### src/hdl/twic_pkg.sv
// constants and types shared by the two-wire host controller
package twic_pkg;
	// register indexes, byte address is four times the index
	localparam logic [9:0] IDX_LINE  = 10'h000;
	localparam logic [9:0] IDX_DEBUG = 10'h002;
	localparam logic [9:0] IDX_SETUP = 10'h003;
	localparam logic [9:0] IDX_CMD   = 10'h004;
	localparam logic [9:0] IDX_FLAGS = 10'h005;
	localparam logic [9:0] IDX_ADDR  = 10'h007;
	localparam logic [9:0] IDX_DATA  = 10'h008;
	// field positions
	localparam int B_SETUP_SEL = 4;
	localparam int B_HOLD_LSB  = 2;
	localparam int B_FAST_PLUS = 1;
	localparam int B_DBG_RUN   = 0;
	localparam int B_RD_IEN    = 7;
	localparam int B_WR_IEN    = 6;
	localparam int B_QUICK     = 4;
	localparam int B_TMO_LSB   = 2;
	localparam int B_SMART     = 1;
	localparam int B_ENABLE    = 0;
	localparam int B_FLUSH     = 3;
	localparam int B_ACK       = 2;
	localparam int B_RDONE     = 7;
	localparam int B_WDONE     = 6;
	localparam int B_SCLHOLD   = 5;
	localparam int B_ARB       = 3;
	localparam int B_BERR      = 2;
	// writable bits and reset values
	localparam logic [7:0] LINE_MASK  = 8'h1e;
	localparam logic [7:0] SETUP_MASK = 8'hdf;
	localparam logic [7:0] RST_LINE   = 8'h00;
	localparam logic [7:0] RST_SETUP  = 8'h00;
	localparam logic [7:0] RST_ADDR   = 8'h00;
	localparam logic [7:0] RST_DATA   = 8'h00;
	// timing at a 25 ns clock
	localparam int TW     = 14;
	localparam int CLK_NS = 25;
	localparam logic [TW-1:0] SETUP_SHORT_CYC = 14'h0004;
	localparam logic [TW-1:0] SETUP_LONG_CYC  = 14'h0008;
	localparam int HOLD1_NS    = 50;
	localparam int HOLD2_NS    = 300;
	localparam int HOLD3_NS    = 500;
	localparam int STD_HALF_NS = 5000;
	localparam int FMP_HALF_NS = 500;
	localparam logic [TW-1:0] HOLD1_CYC = TW'((HOLD1_NS + CLK_NS - 1) / CLK_NS);
	localparam logic [TW-1:0] HOLD2_CYC = TW'((HOLD2_NS + CLK_NS - 1) / CLK_NS);
	localparam logic [TW-1:0] HOLD3_CYC = TW'((HOLD3_NS + CLK_NS - 1) / CLK_NS);
	localparam logic [TW-1:0] STD_HALF_CYC = TW'(STD_HALF_NS / CLK_NS);
	localparam logic [TW-1:0] FMP_HALF_CYC = TW'(FMP_HALF_NS / CLK_NS);
	localparam int TMO1_US    = 50;
	localparam int TMO2_US    = 100;
	localparam int TMO3_US    = 200;
	localparam int CYC_PER_US = 1000 / CLK_NS;
	localparam logic [TW-1:0] TMO1_CYC = TW'(TMO1_US * CYC_PER_US);
	localparam logic [TW-1:0] TMO2_CYC = TW'(TMO2_US * CYC_PER_US);
	localparam logic [TW-1:0] TMO3_CYC = TW'(TMO3_US * CYC_PER_US);
	typedef enum logic [1:0] {
		op_none      = 2'h0,
		op_restart   = 2'h1,
		op_next_byte = 2'h2,
		op_stop      = 2'h3
	} twic_op_type;
	typedef enum logic [1:0] {
		LS_UNKNOWN = 2'h0,
		LS_IDLE    = 2'h1,
		LS_OWNER   = 2'h2,
		LS_BUSY    = 2'h3
	} twic_line_type;
endpackage

### src/hdl/twic_sync.sv
// two-flop synchroniser for the bus lines
`timescale 1ns/1ps
module twic_sync #(
	parameter int unsigned W = 2
) (
	// clock, reset and freeze
	input  wire logic         pclk,
	input  wire logic         presetn,
	input  wire logic         ce,
	// lines
	input  wire logic [W-1:0] async_in,
	output logic      [W-1:0] sync_out
);
	import twic_pkg::*;

	typedef struct packed {
		logic [W-1:0] meta;
		logic [W-1:0] safe;
	} twic_sync_type;

	twic_sync_type r;
	twic_sync_type n;

	always_comb begin
		n      = r;
		n.meta = async_in;
		n.safe = r.meta;
	end

	// idle bus lines are high
	always_ff @(posedge pclk or negedge presetn) begin
		if (!presetn) begin
			r <= '1;
		end else if (ce) begin
			r <= n;
		end
	end

	assign sync_out = r.safe;
endmodule

### src/hdl/twic_count.sv
// loadable down counter used for bit phases and the idle timeout
`timescale 1ns/1ps
module twic_count (
	// clock, reset and freeze
	input  wire logic                   pclk,
	input  wire logic                   presetn,
	input  wire logic                   ce,
	// control
	input  wire logic                   load,
	input  wire logic [twic_pkg::TW-1:0] load_val,
	input  wire logic                   run,
	// status
	output logic      [twic_pkg::TW-1:0] remain,
	output logic                        zero
);
	import twic_pkg::*;

	typedef struct packed {
		logic [TW-1:0] cnt;
	} twic_count_type;

	twic_count_type r;
	twic_count_type n;

	always_comb begin
		n = r;
		if (load) begin
			n.cnt = load_val;
		end else if (run && r.cnt != '0) begin
			n.cnt = r.cnt - 1'b1;
		end
	end

	always_ff @(posedge pclk or negedge presetn) begin
		if (!presetn) begin
			r <= '0;
		end else if (ce) begin
			r <= n;
		end
	end

	assign remain = r.cnt;
	assign zero   = (r.cnt == '0);
endmodule

### src/hdl/twic_host.sv
// two-wire bus host controller with apb register access
`timescale 1ns/1ps
module twic_host #(
	parameter logic [twic_pkg::TW-1:0] P_TMO1_CYC = twic_pkg::TMO1_CYC,
	parameter logic [twic_pkg::TW-1:0] P_TMO2_CYC = twic_pkg::TMO2_CYC,
	parameter logic [twic_pkg::TW-1:0] P_TMO3_CYC = twic_pkg::TMO3_CYC
) (
	// clock, reset and freeze
	input  wire logic        pclk,
	input  wire logic        presetn,
	input  wire logic        ce,
	// apb slave
	input  wire logic        psel,
	input  wire logic        penable,
	input  wire logic        pwrite,
	input  wire logic [11:0] paddr,
	input  wire logic [31:0] pwdata,
	output logic      [31:0] prdata,
	output logic             pready,
	output logic             pslverr,
	// processor context, same clock
	input  wire logic        debug_halt,
	input  wire logic        global_irq_enable,
	// open-drain bus pins
	input  wire logic        scl_in,
	output logic             scl_out,
	output logic             scl_oe_n,
	input  wire logic        sda_in,
	output logic             sda_out,
	output logic             sda_oe_n,
	// interrupt requests
	output logic             read_irq,
	output logic             write_irq
);
	import twic_pkg::*;

	typedef enum logic [9:0] {
		ST_IDLE  = 10'h001,
		ST_START = 10'h002,
		ST_LOW   = 10'h004,
		ST_HIGH  = 10'h008,
		ST_HOLD  = 10'h010,
		ST_RS1   = 10'h020,
		ST_RS2   = 10'h040,
		ST_SP1   = 10'h080,
		ST_SP2   = 10'h100,
		ST_SP3   = 10'h200
	} twic_st_type;

	typedef struct packed {
		logic [7:0]    line_ctl;
		logic          run_dbg;
		logic [7:0]    setup;
		logic          ack;
		logic          flush;
		logic          read_done_flag;
		logic          write_done_flag;
		logic          hold;
		logic          last_received_acknowledge;
		logic          arb;
		logic          berr;
		twic_line_type lstate;
		logic [7:0]    addr;
		logic [7:0]    data;
		logic [7:0]    sh;
		twic_st_type   st;
		logic [3:0]    bitn;
		logic          rx;
		logic          addr_ph;
		logic          ack_only;
		logic          pend;
		twic_op_type   post;
		logic [1:0]    prev;
		logic          scl_oe_n;
		logic          sda_oe_n;
		logic          pin_lvl;
		logic [31:0]   prdata;
		logic          pready;
		logic          pslverr;
		logic          read_irq;
		logic          write_irq;
	} twic_core_type;

	twic_core_type r;
	twic_core_type n;
	logic [1:0]    lines;
	logic [TW-1:0] t_remain;
	logic          t_zero;
	logic          tload;
	logic [TW-1:0] tval;
	logic          to_zero;
	logic          to_load;
	logic [TW-1:0] to_val;
	logic          acc;
	logic          hit;
	logic [7:0]    rdv;
	logic [7:0]    w;
	logic          wr_line;
	logic          wr_dbg;
	logic          wr_setup;
	logic          wr_cmd;
	logic          wr_flags;
	logic          wr_addr;
	logic          wr_data;
	logic          rd_data;
	logic          cmd_ok;
	logic          clr;
	logic          go;
	logic          stretch;
	logic          drv;
	logic          lost;
	logic          st_det;
	logic          sp_det;
	logic [TW-1:0] half;
	logic [TW-1:0] setc;
	logic [TW-1:0] holdc;
	logic [TW-1:0] low_len;

	twic_sync #(
		.W (2)
	) u_sync (
		.pclk     (pclk),
		.presetn  (presetn),
		.ce       (ce),
		.async_in ({scl_in, sda_in}),
		.sync_out (lines)
	);

	twic_count u_phase (
		.pclk     (pclk),
		.presetn  (presetn),
		.ce       (ce),
		.load     (tload),
		.load_val (tval),
		.run      (go),
		.remain   (t_remain),
		.zero     (t_zero)
	);

	twic_count u_idle (
		.pclk     (pclk),
		.presetn  (presetn),
		.ce       (ce),
		.load     (to_load),
		.load_val (to_val),
		.run      (r.setup[B_ENABLE]),
		.remain   (),
		.zero     (to_zero)
	);

	// ack action of one bit, then the follow-up operation
	function automatic twic_core_type ack_then(input twic_core_type s, input twic_op_type op);
		s.st       = ST_LOW;
		s.bitn     = 4'd8;
		s.ack_only = 1'b1;
		s.post     = op;
		s.hold     = 1'b0;
		return s;
	endfunction

	// scl is low whenever an operation is launched
	function automatic twic_core_type launch(input twic_core_type s, input twic_op_type op);
		s.hold = 1'b0;
		unique case (op)
			op_none: begin
				s.st   = ST_HOLD;
				s.hold = 1'b1;
			end
			op_restart: begin
				s.st       = ST_RS1;
				s.sda_oe_n = 1'b1;
			end
			op_next_byte: begin
				s.st   = ST_LOW;
				s.rx   = 1'b1;
				s.bitn = 4'd0;
			end
			op_stop: begin
				s.st       = ST_SP1;
				s.sda_oe_n = 1'b0;
			end
		endcase
		return s;
	endfunction

	always_comb begin
		n       = r;
		stretch = 1'b0;
		lost    = 1'b0;
		w       = pwdata[7:0];
		acc     = psel & penable & r.pready;
		hit     = 1'b1;
		unique case (paddr[11:2])
			IDX_LINE:  rdv = r.line_ctl;
			IDX_DEBUG: rdv = {7'h00, r.run_dbg};
			IDX_SETUP: rdv = r.setup;
			IDX_CMD:   rdv = {5'h00, r.ack, 2'h0};
			IDX_FLAGS: rdv = {r.read_done_flag, r.write_done_flag, r.hold, r.last_received_acknowledge, r.arb, r.berr, r.lstate};
			IDX_ADDR:  rdv = r.addr;
			IDX_DATA:  rdv = r.data;
			default: begin
				rdv = 8'h00;
				hit = 1'b0;
			end
		endcase
		wr_line  = acc & pwrite & (paddr[11:2] == IDX_LINE);
		wr_dbg   = acc & pwrite & (paddr[11:2] == IDX_DEBUG);
		wr_setup = acc & pwrite & (paddr[11:2] == IDX_SETUP);
		wr_cmd   = acc & pwrite & (paddr[11:2] == IDX_CMD);
		wr_flags = acc & pwrite & (paddr[11:2] == IDX_FLAGS);
		wr_addr  = acc & pwrite & (paddr[11:2] == IDX_ADDR);
		wr_data  = acc & pwrite & (paddr[11:2] == IDX_DATA);
		rd_data  = acc & !pwrite & (paddr[11:2] == IDX_DATA);
		cmd_ok   = wr_cmd & (w[1:0] != op_none);
		go       = r.setup[B_ENABLE] & (!debug_halt | r.run_dbg);
		half     = r.line_ctl[B_FAST_PLUS] ? FMP_HALF_CYC : STD_HALF_CYC;
		setc     = r.line_ctl[B_SETUP_SEL] ? SETUP_LONG_CYC : SETUP_SHORT_CYC;
		unique case (r.line_ctl[B_HOLD_LSB +: 2])
			2'h0: holdc = '0;
			2'h1: holdc = HOLD1_CYC;
			2'h2: holdc = HOLD2_CYC;
			2'h3: holdc = HOLD3_CYC;
		endcase
		// low phase stretches when hold plus setup exceed half a period
		low_len = (half > holdc + setc) ? half : holdc + setc;
		drv     = (r.bitn == 4'd8) ? (r.ack_only ? r.ack : 1'b1) : (r.rx ? 1'b1 : r.sh[7]);
		st_det  = r.prev[1] & lines[1] & r.prev[0] & !lines[0];
		sp_det  = r.prev[1] & lines[1] & !r.prev[0] & lines[0];
		n.prev  = lines;

		// apb: answer one cycle after setup, data captured at setup
		n.pready = psel & !penable;
		if (psel & !penable) begin
			n.prdata  = {24'h000000, rdv};
			n.pslverr = !hit;
		end

		// software clears come first so that hardware sets win
		clr = wr_addr | wr_data | cmd_ok | rd_data;
		if (clr | (wr_flags & w[B_RDONE])) n.read_done_flag = 1'b0;
		if (clr | (wr_flags & w[B_WDONE])) n.write_done_flag = 1'b0;
		if (clr | (wr_flags & w[B_SCLHOLD])) n.hold = 1'b0;
		if (clr | (wr_flags & w[B_ARB])) n.arb = 1'b0;
		if (clr | (wr_flags & w[B_BERR])) n.berr = 1'b0;
		if (wr_flags & (w[1:0] == LS_IDLE) & r.setup[B_ENABLE]) n.lstate = LS_IDLE;
		if (wr_line) n.line_ctl = w & LINE_MASK;
		if (wr_dbg) n.run_dbg = w[B_DBG_RUN];
		if (wr_setup) n.setup = w & SETUP_MASK;
		if (wr_cmd) n.ack = w[B_ACK];
		n.flush = wr_cmd & w[B_FLUSH];
		if (wr_addr) n.addr = w;
		if (wr_data) n.data = w;

		if (!r.setup[B_ENABLE] | r.flush) begin
			// disabled or flushed: bus released, position forgotten
			n.st       = ST_IDLE;
			n.scl_oe_n = 1'b1;
			n.sda_oe_n = 1'b1;
			n.pend     = 1'b0;
			n.ack_only = 1'b0;
			n.hold     = 1'b0;
			n.lstate   = LS_UNKNOWN;
			if (r.flush) begin
				n.addr = RST_ADDR;
				n.data = RST_DATA;
			end
		end else if (go) begin
			if (wr_addr) begin
				if (r.st == ST_HOLD) begin
					// repeated start, ack action first after a read
					if (r.rx) n = ack_then(n, op_restart);
					else n = launch(n, op_restart);
				end else if (r.st == ST_IDLE) begin
					if (r.lstate == LS_UNKNOWN) begin
						n.write_done_flag  = 1'b1;
						n.berr = 1'b1;
					end else begin
						n.pend = 1'b1;
					end
				end
			end
			if (wr_data && r.st == ST_HOLD && !r.rx) begin
				n.sh   = w;
				n.bitn = 4'd0;
				n.st   = ST_LOW;
			end
			if (rd_data && r.st == ST_HOLD && r.rx && r.setup[B_SMART] && !r.ack) begin
				n = ack_then(n, op_next_byte);
			end
			if (cmd_ok && r.st == ST_HOLD) begin
				if (r.rx) n = ack_then(n, twic_op_type'(w[1:0]));
				else if (w[1:0] != op_next_byte) n = launch(n, twic_op_type'(w[1:0]));
			end

			unique case (r.st)
				ST_IDLE: if (r.pend && r.lstate == LS_IDLE) begin
					n.st       = ST_START;
					n.sda_oe_n = 1'b0;
					n.pend     = 1'b0;
					n.lstate   = LS_OWNER;
				end
				ST_START: if (t_zero) begin
					n.scl_oe_n = 1'b0;
					n.st       = ST_LOW;
					n.sh       = r.addr;
					n.bitn     = 4'd0;
					n.rx       = 1'b0;
					n.addr_ph  = 1'b1;
					n.ack_only = 1'b0;
				end
				ST_LOW: begin
					if (t_remain == setc) n.sda_oe_n = drv;
					if (t_zero) begin
						n.scl_oe_n = 1'b1;
						n.st       = ST_HIGH;
					end
				end
				ST_HIGH: if (!lines[1]) begin
					stretch = 1'b1;
				end else if (t_zero) begin
					lost = r.sda_oe_n & !lines[0] & (r.ack_only | (!r.rx & (r.bitn != 4'd8)));
					n.scl_oe_n = lost;
					if (lost) begin
						n.arb      = 1'b1;
						n.write_done_flag      = n.write_done_flag | !r.rx;
						n.st       = ST_IDLE;
						n.sda_oe_n = 1'b1;
						n.ack_only = 1'b0;
						n.lstate   = LS_BUSY;
					end else if (r.bitn == 4'd8 && r.ack_only) begin
						n.ack_only = 1'b0;
						n          = launch(n, r.post);
					end else if (r.bitn == 4'd8) begin
						n.last_received_acknowledge   = lines[0];
						n.rx      = r.addr_ph ? r.addr[0] : r.rx;
						n.addr_ph = 1'b0;
						if (r.addr_ph & r.addr[0] & !lines[0] & !r.setup[B_QUICK]) begin
							n.bitn = 4'd0;
							n.st   = ST_LOW;
						end else begin
							if (r.addr_ph & r.addr[0] & !lines[0]) n.read_done_flag = 1'b1;
							else n.write_done_flag = 1'b1;
							n.st   = ST_HOLD;
							n.hold = 1'b1;
						end
					end else if (r.rx && r.bitn == 4'd7) begin
						n.data = {r.sh[6:0], lines[0]};
						n.read_done_flag  = 1'b1;
						n.st   = ST_HOLD;
						n.hold = 1'b1;
					end else begin
						n.sh   = {r.sh[6:0], lines[0]};
						n.bitn = r.bitn + 4'd1;
						n.st   = ST_LOW;
					end
				end
				ST_HOLD: begin
				end
				ST_RS1: if (t_zero) begin
					n.scl_oe_n = 1'b1;
					n.st       = ST_RS2;
				end
				ST_RS2: if (!lines[1]) begin
					stretch = 1'b1;
				end else if (t_zero) begin
					n.sda_oe_n = 1'b0;
					n.st       = ST_START;
				end
				ST_SP1: if (t_zero) begin
					n.scl_oe_n = 1'b1;
					n.st       = ST_SP2;
				end
				ST_SP2: if (!lines[1]) begin
					stretch = 1'b1;
				end else if (t_zero) begin
					n.sda_oe_n = 1'b1;
					n.st       = ST_SP3;
				end
				ST_SP3: if (t_zero) begin
					n.st     = ST_IDLE;
					n.lstate = LS_IDLE;
				end
			endcase

			// foreign start or stop in the middle of our byte
			if ((st_det | sp_det) && (r.st == ST_LOW || r.st == ST_HIGH)) begin
				n.berr     = 1'b1;
				n.write_done_flag      = n.write_done_flag | !r.rx;
				n.st       = ST_IDLE;
				n.scl_oe_n = 1'b1;
				n.sda_oe_n = 1'b1;
				n.ack_only = 1'b0;
				n.lstate   = sp_det ? LS_IDLE : LS_BUSY;
			end
		end

		if (r.setup[B_ENABLE] && !r.flush && r.lstate != LS_OWNER) begin
			if (st_det) n.lstate = LS_BUSY;
			else if (sp_det) n.lstate = LS_IDLE;
			else if (to_zero && r.lstate == LS_BUSY && r.setup[B_TMO_LSB +: 2] != 2'h0) begin
				n.lstate = LS_IDLE;
			end
		end

		tload = stretch | (n.st != r.st) | (n.bitn != r.bitn);
		tval  = (n.st == ST_LOW) ? low_len : half;
		// any line movement restarts the quiet-bus timer
		to_load = (r.lstate != LS_BUSY) | (lines != r.prev);
		unique case (r.setup[B_TMO_LSB +: 2])
			2'h0: to_val = '0;
			2'h1: to_val = P_TMO1_CYC;
			2'h2: to_val = P_TMO2_CYC;
			2'h3: to_val = P_TMO3_CYC;
		endcase
		n.read_irq  = r.setup[B_RD_IEN] & r.read_done_flag & global_irq_enable;
		n.write_irq = r.setup[B_WR_IEN] & r.write_done_flag & global_irq_enable;
	end

	always_ff @(posedge pclk or negedge presetn) begin
		if (!presetn) begin
			r          <= '0;
			r.line_ctl <= RST_LINE;
			r.setup    <= RST_SETUP;
			r.st       <= ST_IDLE;
			r.prev     <= 2'h3;
			r.scl_oe_n <= 1'b1;
			r.sda_oe_n <= 1'b1;
		end else if (ce) begin
			r <= n;
		end
	end

	assign prdata    = r.prdata;
	assign pready    = r.pready;
	assign pslverr   = r.pslverr;
	assign scl_out   = r.pin_lvl;
	assign scl_oe_n  = r.scl_oe_n;
	assign sda_out   = r.pin_lvl;
	assign sda_oe_n  = r.sda_oe_n;
	assign read_irq  = r.read_irq;
	assign write_irq = r.write_irq;
endmodule

### config.mk
export PLATFORM = sky130hd
export DESIGN_NAME = twic_host
export DESIGN_NICKNAME = d
export VERILOG_FILES = /design/src/hdl/twic_pkg.sv /design/src/hdl/twic_sync.sv /design/src/hdl/twic_count.sv /design/src/hdl/twic_host.sv
export SDC_FILE = /design/constraint.sdc
export NUM_CORES = 1
export LEC_CHECK = 0
export BUFFER_PORTS_ARGS = -buffer_cell sky130_fd_sc_hd__buf_2
export CORE_UTILIZATION = 53
export DETAILED_ROUTE_END_ITERATION = 7
export PLACE_DENSITY_LB_ADDON = 0.2
export SLEW_MARGIN = 20
export SYNTH_ARGS = -nofsm -noshare
export SYNTH_HDL_FRONTEND = slang
export SYNTH_SLANG_ARGS = --single-unit
### constraint.sdc
create_clock -name pclk -period 9.2 [get_ports pclk]
set_input_delay 2.3 -clock pclk [delete_from_list [all_inputs] [get_ports pclk]]
set_output_delay 2.3 -clock pclk [all_outputs]
set_load 0.05 [all_outputs]
==> Word level (Yosys, flattened, before mapping) <==
Index checks and enable logic that the tools add are counted.
{ "classes": {"magnitude_cmp": 1, "reduce_logical": 52, "eq_ne": 42, "addsub": 4, "n_mux": 166, "bitwise_logic": 56} }
{ "ops": {"columns": ["op", "count"], "rows": [
  ["$mux W112", 5],
  ["$mux W91", 4],
  ["$mux W93", 2],
  ["$mux W25", 6],
  ["$mux W10", 12],
  ["$pmux W14 S4", 2],
  ["$mux W14", 7],
  ["$mux W92", 1],
  ["$pmux W10 S9", 1],
  ["$pmux W10 S4", 2],
  ["$mux W37", 2],
  ["$mux W16", 4],
  ["$mux W32", 2],
  ["$mux W57", 1],
  ["$mux W8", 7],
  ["$pmux W8 S7", 1],
  ["$mux W1", 53],
  ["$eq A10 B3 Y1 const B", 5],
  ["$mux W45", 1],
  ["$mux W43", 1],
  ["$and A1 B1 Y1", 38],
  ["$mux W36", 1],
  ["$mux W3", 11],
  ["$mux W2", 16],
  ["52 further kinds", 136]
]} }
{ "word_totals": {"regBits": 144, "in_bits": 54, "word_cells": 356} }

==> Depth between registers and ports, before layout <==
Gate-level depths: netlist (run 1).
{ "depth": {"word_depth": 50, "mapped_depth": 13} }

==> Cells and area by module <==
A second synthesis (run 1) with hierarchy kept.
{ "hier_totals": {"cells_unflattened": 986, "hier_area_um2": 8439.3} }
{ "modules_own_cells": {"columns": ["module", "n_inst", "seq_area_each_um2", "cells_per_inst", "area_per_inst_um2"], "rows": [
  ["twic_host", 1, 2058.2, 756, 6344.8],
  ["twic_count", 2, 350.3, 111, 972.2],
  ["twic_sync", 1, 105.1, 8, 150.1]
]} }

==> Least setup slack after synthesis (run 1) <==
OpenSTA, ideal clock, no wires.
{ "synth_timing": {"path_kind": "input to register", "from": "in paddr[7]", "to": "reg u_phase.r, in the netlist u_phase.remain[3]", "cell_stages": 10, "n_path_buf": 1, "required_ps": 9076, "arrival_ps": 4894, "path_slack_ps": 4182, "cell_sequence": "or4_1 -> clkbuf_1 -> or2_1 -> or4_1 -> a311o_1 -> o2111ai_1 -> a311oi_4 -> nand2_4 -> mux2_4 -> a211o_1"} }
{ "synth_via": {"elab_chain_len": 28, "elab_cells_between_ends": 61, "classes_between": "eq/ne (6); mux (39); bitwise (7); reduce/logical (9)"} }
{ "synth_rtl": {"columns": ["item", "line", "text"], "rows": [
  ["from (decl)", "twic_host.sv:16", "input wire logic [11:0] paddr,"],
  ["$eq A10 B4 Y1", "twic_host.sv:212, twic_host.sv:213", null],
  ["$and A1 B1 Y1", "twic_host.sv:213", "rd_data = acc & !pwrite & (paddr[11:2] == IDX_DATA);"],
  ["$logic_and A1 B1 Y1 (4 in a row)", "twic_host.sv:287", "if (rd_data && r.st == ST_HOLD && r.rx && r.setup[B_SMART] && !r.ack) begin"],
  ["$mux W91", "twic_host.sv:287", null],
  ["$mux W5", "twic_host.sv:164", "unique case (op)"],
  ["$mux W91", "twic_host.sv:292", "else if (w[1:0] != op_next_byte) n = launch(n, twic_op_type'(w[1:0]));"],
  ["$mux W91", "twic_host.sv:291", "if (r.rx) n = ack_then(n, twic_op_type'(w[1:0]));"],
  ["$mux W91 (*)", "twic_host.sv:290", "if (cmd_ok && r.st == ST_HOLD) begin"],
  ["(+9 left out)", null, null],
  ["$mux W112", "twic_host.sv:254", "if (!r.setup[B_ENABLE] | r.flush) begin"],
  ["$pmux W7 S2", "twic_host.sv:295", "unique case (r.st)"],
  ["$mux W112 (*)", "twic_host.sv:267", "end else if (go) begin"],
  ["$mux W6", "twic_host.sv:254", null],
  ["$ne A4 B4 Y1", "twic_host.sv:405", "tload = stretch | (n.st != r.st) | (n.bitn != r.bitn);"],
  ["$or A1 B1 Y1", "twic_host.sv:405", null],
  ["$reduce_bool A2 Y1 (no source line)", null, null],
  ["$reduce_and A2 Y1 (no source line)", null, null],
  ["to (signal assigned)", "twic_count.sv:38", "r <= n;"],
  ["to (decl)", "twic_count.sv:22", "twic_count_type r;"]
]} }
Mark *: on every way between the ends. The rest lies on a longest branch, timed or not. The select of a mux whose other input is x is not followed.
A chain may end at the register's enable or synchronous reset.

==> Worst setup path after layout (run 1) <==
{ "layout_timing": {"from": "in paddr[7]", "to": "reg u_phase.r, in the netlist u_phase.remain[1]"} }
Same word-level chain as after synthesis.

==> impl_metrics.py, run 1 <==
metrics = {
    "synthesis": {
        "ys_seq_area_share_pct": 34.5,
        "synth_warnings": 0,
        "synth_flop_cell": "dfrtp_1",
        "synth_top_area_share_pct": 31.6,
        "async_flop_share_pct": 100,
        "syn_area_mm2": 0.00831,
        "synth_commonest_cells": "o21ai_0, dfrtp_1, nand2_1",
        "synth_area_leader_cell": "dfrtp_1",
        "synth-edff-count": 0,
        "syn_avg_cell_area_um2": 8.35,
        "synthCells": 995,
        "synth_most_common_cell": "o21ai_0",
        "synthTopCellsByArea": "dfrtp_1, o21ai_0, nand2_1",
        "ys_ff_latch": 114,
        "synth_cell_types": 88,
    },
    "floorplanning": {
        "dieArea_mm2": 0.0162,
        "fp.dieH_um": 127,
        "boundaryPins": 94,
        "initial_core_util_pct": 54.5,
        "row_count": 45,
        "fp.dieW_um": 127,
        "coreArea_mm2": 0.0153,
    },
    "global_route": {
        "gr-total-overflow": 0,
        "grt_max_degree": 60,
        "grt_pass1_wl_um": 40600,
        "grt_pass1_vias": 7548,
        "antenna_found_initial": 0,
        "grt_use_total_pct": 32.4,
    },
    "setup_path": {
        "cpMostUsedCell": "or4_1",
        "cpPeakStageDelay_ps": 660,
        "crit_chain": "buf_2, or4_1, or4_1, o32ai_1, a311oi_1, a41oi_1, o221ai_1, nor4_2, and3_1, a41o_1",
        "cp-start-kind": "input port",
        "cp.arrival_ps": 5640,
        "crit_fanout": 6,
        "critPathRequiredTime_ps": 9560,
        "critPathKind": "in2reg",
        "crit_path_top_delay_cell": "or4_1",
        "cp-end-kind": "flop",
        "crit_family": "simple AND/OR/NAND/NOR gates",
        "path_buf_inv": 1,
        "rrSetupSlack_ps": 4990,
    },
    "place": {
        "port_buffers": 41,
        "gp_congestion": 0.982,
        "dp_hpwl_um": 18400,
        "pre_cts_slack_ps": 3640,
    },
    "clock_tree": {
        "ctsResizeCount": 0,
        "cts_root_buf": "clkbuf_16",
        "clkSinkCount": 114,
        "post_cts_buffers": 0,
        "clk_pin_slew_ps": 60,
        "insertion_delay_ps": 430,
        "ctsHoldBuffers": 0,
        "numCtsBuffers": 17,
        "clk_path_buf_depth": 2,
        "cts_tree": "done",
        "htree_levels": 4,
    },
    "finish": {
        "antennaDiodeCount": 0,
        "areaGrowthSynthToFinish_pct": 8.79,
        "utilization_pct": 59.3,
        "final_nets": 1071,
        "drive_gt1_share_pct": 13.3,
    },
    "route": {
        "drt_iter0_markers": 1047,
        "wl_per_cell_um": 21.4,
        "via_count": 8218,
        "route.detailed.drc": 0,
        "ant_nets": 0,
        "drt_pass1_iterations": 6,
        "routed_wl_um": 26200,
        "via_per_inst": 6.70,
    },
    "sta": {
        "finalMaxSlewViolations": 0,
        "setup_tns_ps": 0,
        "period_minus_slack_ps": 5280,
        "slew_headroom_pct": 26.3,
        "tightestPinTransition_ps": 1090,
        "rsz0062_at_grt": "false",
        "min_period_over_period_pct": 57.4,
        "fin_ws_ps": 3920,
        "clock_skew_ps": 12.3,
        "setup_viol_count_final": 0,
        "fmax_ghz": 0.189,
        "hold_ws_ps": 475,
        "finalHoldViolations": 0,
    },
    "power": {
        "p_leak_nw": 3.71,
        "irDropWorstVdd_v": 0.000142,
        "power.density_mw_per_mm2": 141,
        "power_w": 0.00128,
    },
    "status": {
        "status": "finished clean",
    },
    "run": {
        "max_cap_violations": 0,
    },
    "worst_hold_path": {
        "hold_class": "reg2reg",
    },
}
==> through the flow <==
stage,cells,instance area [µm²]
2_1_floorplan,1020,8410
3_3_place_gp,1194,8470
3_5_place_dp,1194,8470
4_1_cts,1226,9040
5_1_grt,1226,9040
6_report,1226,9040
==> logic make-up after synthesis <==
family,after synthesis,synth area share [%]
compound gates,324,25.8
fa+ha+maj,15,2.26
simple gates,391,26.2
mux,26,3.40
flops,114,34.5
buf+inv,117,7.15
other cells,1,0.0451
xor+xnor,7,0.738
==> final cells by class <==
cell class / instances / area [µm²]
Sequential cell: 114 / 2860
Clock buffer: 17 / 425
Tap cell: 211 / 264
Multi-Input combinational cell: 789 / 4950
Clock inverter: 15 / 146
Inverter: 28 / 105
Timing Repair Buffer: 52 / 290
Fill cell: 1401 / 6210
==> layer usage <==
layer	GRT usage, %	vias up	routed length, µm
met1	43.8	3932	10900
met3	6.49	83	2410
met4	13.9	0	948
met5	0	-	0
met2	50.7	493	11900
li1	-	3710	-
==> flip-flops by register name, summed over array words and instances, names as in the netlist, 2 cells and up, named ones only <==
signal / count
r: 66
u_idle.remain: 14
u_phase.remain: 14
prdata: 8
u_sync.n: 2
u_sync.sync_out: 2
==> cell usage in the layout, fill, tap and decap left out, types with 16 or more instances in the layout <==
cell type / count
a21oi_1: 54
a22oi_1: 16
a31oi_1: 17
buf_2: 40
clkbuf_16: 17
conb_1: 26
dfrtp_1: 105
inv_1: 28
nand2_1: 88
nand3_1: 21
nor2_1: 83
nor3_1: 38
nor4_1: 18
o21ai_0: 111
==> final timing paths <==
path,from,endpoint,cells past startpoint
worst max-delay path,paddr[7],u_phase.remain[1],10
worst min-delay path,pslverr,pslverr,2
worst max register to register,r[52],u_phase.remain[3],9
worst min register to register,pslverr,pslverr,2
max in group asynchronous,presetn,r[94],2
min in group asynchronous,presetn,r[59],1
==> tightest hold or removal path, stage by stage, from the launching register on <==
cell,delay [ps]
dfrtp_1,330
nand2_1,50
o21ai_0,60
==> power breakdown <==
part / leakage, nW / switching [W] / internal [W]
Clock: 0.276 / 0.000267 / 0.000378
Sequential: 1.49 / 0.0000141 / 0.000514
Combinational: 1.94 / 0.0000800 / 0.0000246
Power figures use the tool's default switching activity.
==> run 2, diff against run 1 <==
--- a/config.mk
+++ b/config.mk
@@ -5,6 +5,7 @@
 export SDC_FILE = /design/constraint.sdc
 export NUM_CORES = 1
 export LEC_CHECK = 0
+export ABC_AREA = 1
 export BUFFER_PORTS_ARGS = -buffer_cell sky130_fd_sc_hd__buf_2
 export CORE_UTILIZATION = 53
 export DETAILED_ROUTE_END_ITERATION = 7
==> constraint.sdc (replaced) <==
create_clock -name pclk -period 5.05 [get_ports pclk]
set_input_delay 1.2625 -clock pclk [delete_from_list [all_inputs] [get_ports pclk]]
set_output_delay 1.2625 -clock pclk [all_outputs]
set_load 0.05 [all_outputs]
==> impl_metrics.py, run 2 <==
metrics = {
    "global_route": {
        "grtUsageMet2_pct": 49.6,
        "grt_use_met1_pct": 44.5,
        "antenna_found_initial": 0,
        "busiest_layer": "met2",
        "grt_use_total_pct": 32.1,
        "grt_max_degree": 61,
        "gr-total-overflow": 0,
        "grt_pass1_vias": 8298,
        "grtUsageMet3_pct": 5.88,
        "grt_pass1_wl_um": 43800,
    },
    "finish": {
        "largest_reg_flops": 66,
        "layout_common_cells": "nand2_1, nor2_1, inv_1, dfrtp_1, nand3_1",
        "final_nets": 1422,
        "areaGrowthSynthToFinish_pct": 9.67,
        "top_register": "r",
        "final_common_cell": "nand2_1",
        "fillers": 1641,
        "final_area_mm2": 0.00987,
        "drive_gt1_share_pct": 13.2,
        "antennaDiodeCount": 0,
    },
    "worst_hold_path": {
        "hold_start": "u_sync.n[0]",
        "holdPathStages": 2,
        "holdPathEnd": "u_sync.n[0]",
        "hold_class": "reg2reg",
    },
    "sta": {
        "finalMaxSlewViolations": 0,
        "period_minus_slack_ps": 3950,
        "fmax_ghz": 0.253,
        "tightestPinTransition_ps": 743,
        "setup_viol_count_final": 0,
        "clock_skew_ps": 6.13,
        "setup_tns_ps": 0,
        "rsz0062_at_grt": "false",
        "slew_headroom_pct": 49.2,
        "min_period_over_period_pct": 78.3,
        "finalHoldViolations": 0,
    },
    "setup_path": {
        "cp-end-kind": "flop",
        "crit_path_top_delay_cell": "nor2_4",
        "crit_fanout": 9,
        "path_buf_inv": 2,
        "cpMostUsedCell": "nand2_1",
        "crit_chain": "buf_2, nor2_1, nand2_1, nor2_2, nand2_2, nor2_4, nand2_2, inv_2, nor2_1, nand3_1, nand2_1, nand2_1, nand2_1, nand2_1, nand2_1, nor2_1, nand4_1, nand2_1, nand2_1, nand2_1, nand2_1, nand2_1, nand2_1",
        "crit_family": "simple AND/OR/NAND/NOR gates",
        "cpPeakStageDelay_ps": 280,
        "critPathKind": "in2reg",
        "r2r-start": "r[56]",
        "reg2regPathDepth": 19,
        "cp-start-kind": "input port",
        "critPathRequiredTime_ps": 5360,
        "rr_endpoint": "u_phase.remain[7]",
        "rrSetupSlack_ps": 1400,
        "cp.arrival_ps": 4270,
    },
    "route": {
        "route.detailed.drc": 0,
        "via_count": 9164,
        "ant_nets": 0,
        "drt_pass1_iterations": 6,
        "wl_per_cell_um": 17.4,
        "via_per_inst": 5.78,
        "drt_iter0_markers": 992,
        "routed_wl_um": 27500,
    },
    "clock_tree": {
        "cts_tree": "done",
        "htree_levels": 4,
        "clkSinkCount": 114,
        "post_cts_buffers": 0,
        "clk_pin_slew_ps": 60,
        "ctsHoldBuffers": 0,
        "clk_path_buf_depth": 2,
        "ctsResizeCount": 0,
        "numCtsBuffers": 17,
        "insertion_delay_ps": 420,
        "cts_root_buf": "clkbuf_16",
    },
    "synthesis": {
        "synth_commonest_cells": "nand2_1, nor2_1, inv_1",
        "synth_most_common_cell": "nand2_1",
        "ys_ff_latch": 114,
        "synth_flop_cell": "dfrtp_1",
        "syn_avg_cell_area_um2": 6.80,
        "synthTopCellsByArea": "dfrtp_1, nand2_1, nor2_1",
        "ys_seq_area_share_pct": 31.8,
        "synthCells": 1323,
        "syn_area_mm2": 0.00900,
        "synth_area_leader_cell": "dfrtp_1",
        "synth-edff-count": 0,
        "synth_top_area_share_pct": 29.2,
        "synth_warnings": 0,
        "synth_cell_types": 55,
        "async_flop_share_pct": 100,
    },
    "floorplanning": {
        "boundaryPins": 94,
        "fp.dieH_um": 132,
        "fp.dieW_um": 132,
        "initial_core_util_pct": 54.2,
        "dieArea_mm2": 0.0175,
        "coreArea_mm2": 0.0166,
        "row_count": 47,
    },
    "power": {
        "p_leak_nw": 4.83,
        "irDropWorstVdd_v": 0.000233,
        "power.density_mw_per_mm2": 284,
    },
    "place": {
        "place_area_mm2": 0.00923,
        "gp_congestion": 1.03,
        "port_buffers": 41,
        "dp_hpwl_um": 20700,
    },
    "status": {
        "status": "finished clean",
    },
    "run": {
        "max_cap_violations": 0,
    },
}
run 2: power breakdown:
group / internal (W) / switching (W) / total, W
registers: 0.000975 / 0.0000466 / 0.00102
clock network: 0.000852 / 0.000450 / 0.00130
logic: 0.000149 / 0.000324 / 0.000474
total: 0.00198 / 0.000821 / 0.00280
run 2: cell families (layout without fill, tap and decap cells):
kind of cell,count (synthesis),after routing,share of synthesized area (%)
other,1,26,0.0417
AO/OA/AOI/OAI,241,241,16.4
multiplexers,3,3,0.362
adder cells (fa/ha/maj),15,15,2.09
AND/OR/NAND/NOR,694,694,35.7
flip-flops,114,114,31.8
buffers and inverters,237,255,11.8
XOR/XNOR,18,18,1.75
run 2: layer usage:
metal,vias up,share of wire (%)
li1,4411,-
met1,4251,44
met2,442,45
met3,60,8.5
met4,0,2.8
met5,-,0
run 2: worst max-delay path by stage:
stage	start	endpoint	slack (ps)	depth (start not counted)
final	paddr[7]	u_phase.remain[2]	1100	23
after global routing	paddr[7]	u_phase.remain[4]	880	21
after CTS	paddr[7]	u_phase.remain[6]	1170	21
after detailed placement	paddr[7]	u_phase.remain[2]	720	21
after global placement	paddr[9]	u_phase.remain[3]	780	21
after floorplan	paddr[9]	u_phase.remain[2]	1730	20
run 2: cell type report:
class	count	area, µm²	area share, %
clock buffers	20	457	4.63
multi-input cells	997	5160	52.3
flip-flops and latches	114	2860	29.0
repair buffers	49	268	2.71
well taps	220	275	2.79
inverters	174	661	6.70
clock inverters	12	180	1.83
run 2: tightest hold or removal path, cell delays in order (launching register included):
cell	delay, ps
dfstp_2	360
nand2_1	50
nand2_1	50
run 2: stage by stage:
step	util, %	cells	power [W]	hold WS (ps)	setup slack, ps
floorplan	-	1348	0.00140	444	1730
global placement	55.7	1554	0.00150	453	782
detailed placement	55.7	1554	0.00151	456	724
CTS	59.5	1586	0.00281	465	1170
global route	59.5	1586	0.00290	504	880
finish	59.5	1586	0.00280	465	1100
==> run 3, diff against run 2 <==
==> constraint.sdc (replaced) <==
create_clock -name pclk -period 4.13 [get_ports pclk]
set_input_delay 1.0325 -clock pclk [delete_from_list [all_inputs] [get_ports pclk]]
set_output_delay 1.0325 -clock pclk [all_outputs]
set_load 0.05 [all_outputs]
==> impl_metrics.py, run 3 (synthesis results as in run 2) <==
metrics = {
    "status": {
        "status": "finished clean",
    },
    "route": {
        "routed_wl_um": 28800,
        "route.detailed.drc": 0,
        "via_per_inst": 5.83,
        "via_count": 9276,
        "drt_iter0_markers": 1112,
        "ant_nets": 0,
        "drt_pass1_iterations": 5,
        "wl_per_cell_um": 18.1,
    },
    "finish": {
        "top_register": "r",
        "layout_common_cells": "nand2_1, nor2_1, inv_1, dfrtp_1, nand3_1",
        "stdcell_count": 1592,
        "final_common_cell": "nand2_1",
        "multi_input_area_mm2": 0.00516,
        "antennaDiodeCount": 0,
        "final_nets": 1428,
        "areaGrowthSynthToFinish_pct": 10.6,
        "regArea_mm2": 0.00286,
        "largest_reg_flops": 66,
        "fillers": 1595,
        "drive_gt1_share_pct": 13.6,
    },
    "power": {
        "p_sw_w": 0.00104,
        "comb_power_share_pct": 16.8,
        "power_frac_seq_pct": 35.7,
        "power.density_mw_per_mm2": 353,
        "irDropWorstVdd_v": 0.000311,
        "p_leak_nw": 4.88,
        "switching_share_pct": 29.6,
        "p_int_w": 0.00247,
        "power.clock.fraction_pct": 47.6,
    },
    "global_route": {
        "grt_use_total_pct": 33.5,
        "grt_pass1_wl_um": 45500,
        "gr-total-overflow": 0,
        "antenna_found_initial": 0,
        "grt_pass1_vias": 8420,
        "grt_max_degree": 60,
    },
    "clock_tree": {
        "insertion_delay_ps": 430,
        "cts_root_buf": "clkbuf_16",
        "numCtsBuffers": 17,
        "htree_levels": 4,
        "ctsHoldBuffers": 0,
        "cts_tree": "done",
        "clk_path_buf_depth": 2,
        "clkSinkCount": 114,
        "ctsResizeCount": 0,
        "clk_pin_slew_ps": 60,
        "post_cts_buffers": 0,
    },
    "setup_path": {
        "crit_fanout": 10,
        "path_depth": 20,
        "crit_chain": "buf_2, nand3_1, nor2_1, inv_1, nor2_1, nand2_1, nor2_2, nor2_1, nand3_1, nand2_1, nand3_1, nand3_1, nand2_1, inv_2, nor2_8, nand3_4, nand2_4, nand2_2, nand2_1, nand2_1",
        "r2r-start": "r[47]",
        "path_buf_inv": 3,
        "crit_family": "simple AND/OR/NAND/NOR gates",
        "critPathRequiredTime_ps": 4440,
        "cp-end-kind": "flop",
        "cpPeakStageDelay_ps": 310,
        "rrSetupSlack_ps": 580,
        "cp.arrival_ps": 3980,
        "crit_path_top_delay_cell": "nor2_1",
        "cpMostUsedCell": "nand2_1",
        "cp-start-kind": "input port",
        "reg2regPathDepth": 19,
        "critPathKind": "in2reg",
        "rr_endpoint": "u_phase.remain[4]",
    },
    "floorplanning": {
        "coreArea_mm2": 0.0166,
        "fp.dieH_um": 132,
        "row_count": 47,
        "boundaryPins": 94,
        "dieArea_mm2": 0.0175,
        "fp.dieW_um": 132,
        "initial_core_util_pct": 54.2,
    },
    "place": {
        "gp_congestion": 1.05,
        "place_inst": 1560,
        "dp_hpwl_um": 21700,
        "port_buffers": 41,
    },
    "sta": {
        "period_minus_slack_ps": 3670,
        "min_period_over_period_pct": 88.9,
        "tightestPinTransition_ps": 767,
        "finalMaxSlewViolations": 0,
        "setup_viol_count_final": 0,
        "setup_tns_ps": 0,
        "rsz0062_at_grt": "false",
        "slew_headroom_pct": 47.6,
        "clock_skew_ps": 8.83,
        "finalHoldViolations": 0,
        "fmax_ghz": 0.272,
    },
    "worst_hold_path": {
        "holdPathEnd": "u_sync.n[0]",
        "holdPathStages": 2,
        "hold_start": "u_sync.n[0]",
        "hold_class": "reg2reg",
    },
    "run": {
        "max_cap_violations": 0,
    },
}
run 3: worst max-delay path by stage:
stage,slack [ps],startpoint,end
6_report,460,penable,u_phase.remain[4]
5_1_grt,200,penable,u_phase.remain[1]
4_1_cts,560,penable,u_phase.remain[4]
2_1_floorplan,1040,paddr[9],u_phase.remain[2]
3_5_place_dp,150,penable,u_phase.remain[5]
3_3_place_gp,250,penable,u_phase.remain[2]
run 3: metal layers:
metal | GRT usage, % | routed length, µm | up-vias
li1 | - | - | 4413
met2 | 51.2 | 12700 | 491
met3 | 5.92 | 2400 | 81
met1 | 46.5 | 12600 | 4291
met4 | 14.5 | 1070 | 0
met5 | 0 | 0 | -
run 3: layout make-up:
class | instances | share of cell area [%]
clock buffer | 18 | 4.41
tap | 220 | 2.77
multi-input combinational | 997 | 51.9
inverter | 174 | 6.64
timing repair buffer | 55 | 3.27
sequential | 114 | 28.8
clock inverter | 14 | 2.26
run 3: per-stage QoR:
step	util (%)	cell area [µm²]	total power, W	hold WS [ps]	setup WS (ps)
floorplan	-	9090	0.00171	444	1040
global route	60.0	9950	0.00365	487	198
detailed placement	56.0	9290	0.00185	454	149
CTS	60.0	9950	0.00352	463	558
global placement	56.0	9290	0.00184	451	250
finish	60.0	9950	0.00351	463	458
run 3: power by group through the flow:
stage / Clock (W) / Combinational, W / Sequential [W]
final: 0.00167 / 0.000590 / 0.00125
after global routing: 0.00172 / 0.000661 / 0.00126
after CTS: 0.00168 / 0.000589 / 0.00125
after detailed placement: 0 / 0.000581 / 0.00127
after global placement: 0 / 0.000575 / 0.00127
after floorplan: 0 / 0.000454 / 0.00126
run 3: worst register-to-register path: stages (launching register included):
cell,delay (ps)
dfrtp_1,420
inv_1,200
ha_1,220
nand3_2,160
nor2_1,150
nand2_1,130
o21ai_1,370
o21ai_0,200
a31oi_1,260
nand3_1,90
nand2_1,160
nand2_1,90
nor2_2,110
nand2_2,100
nor2_8,160
nand3_4,170
nand2_4,150
nand2_2,140
nand2_1,120
nand2_1,50
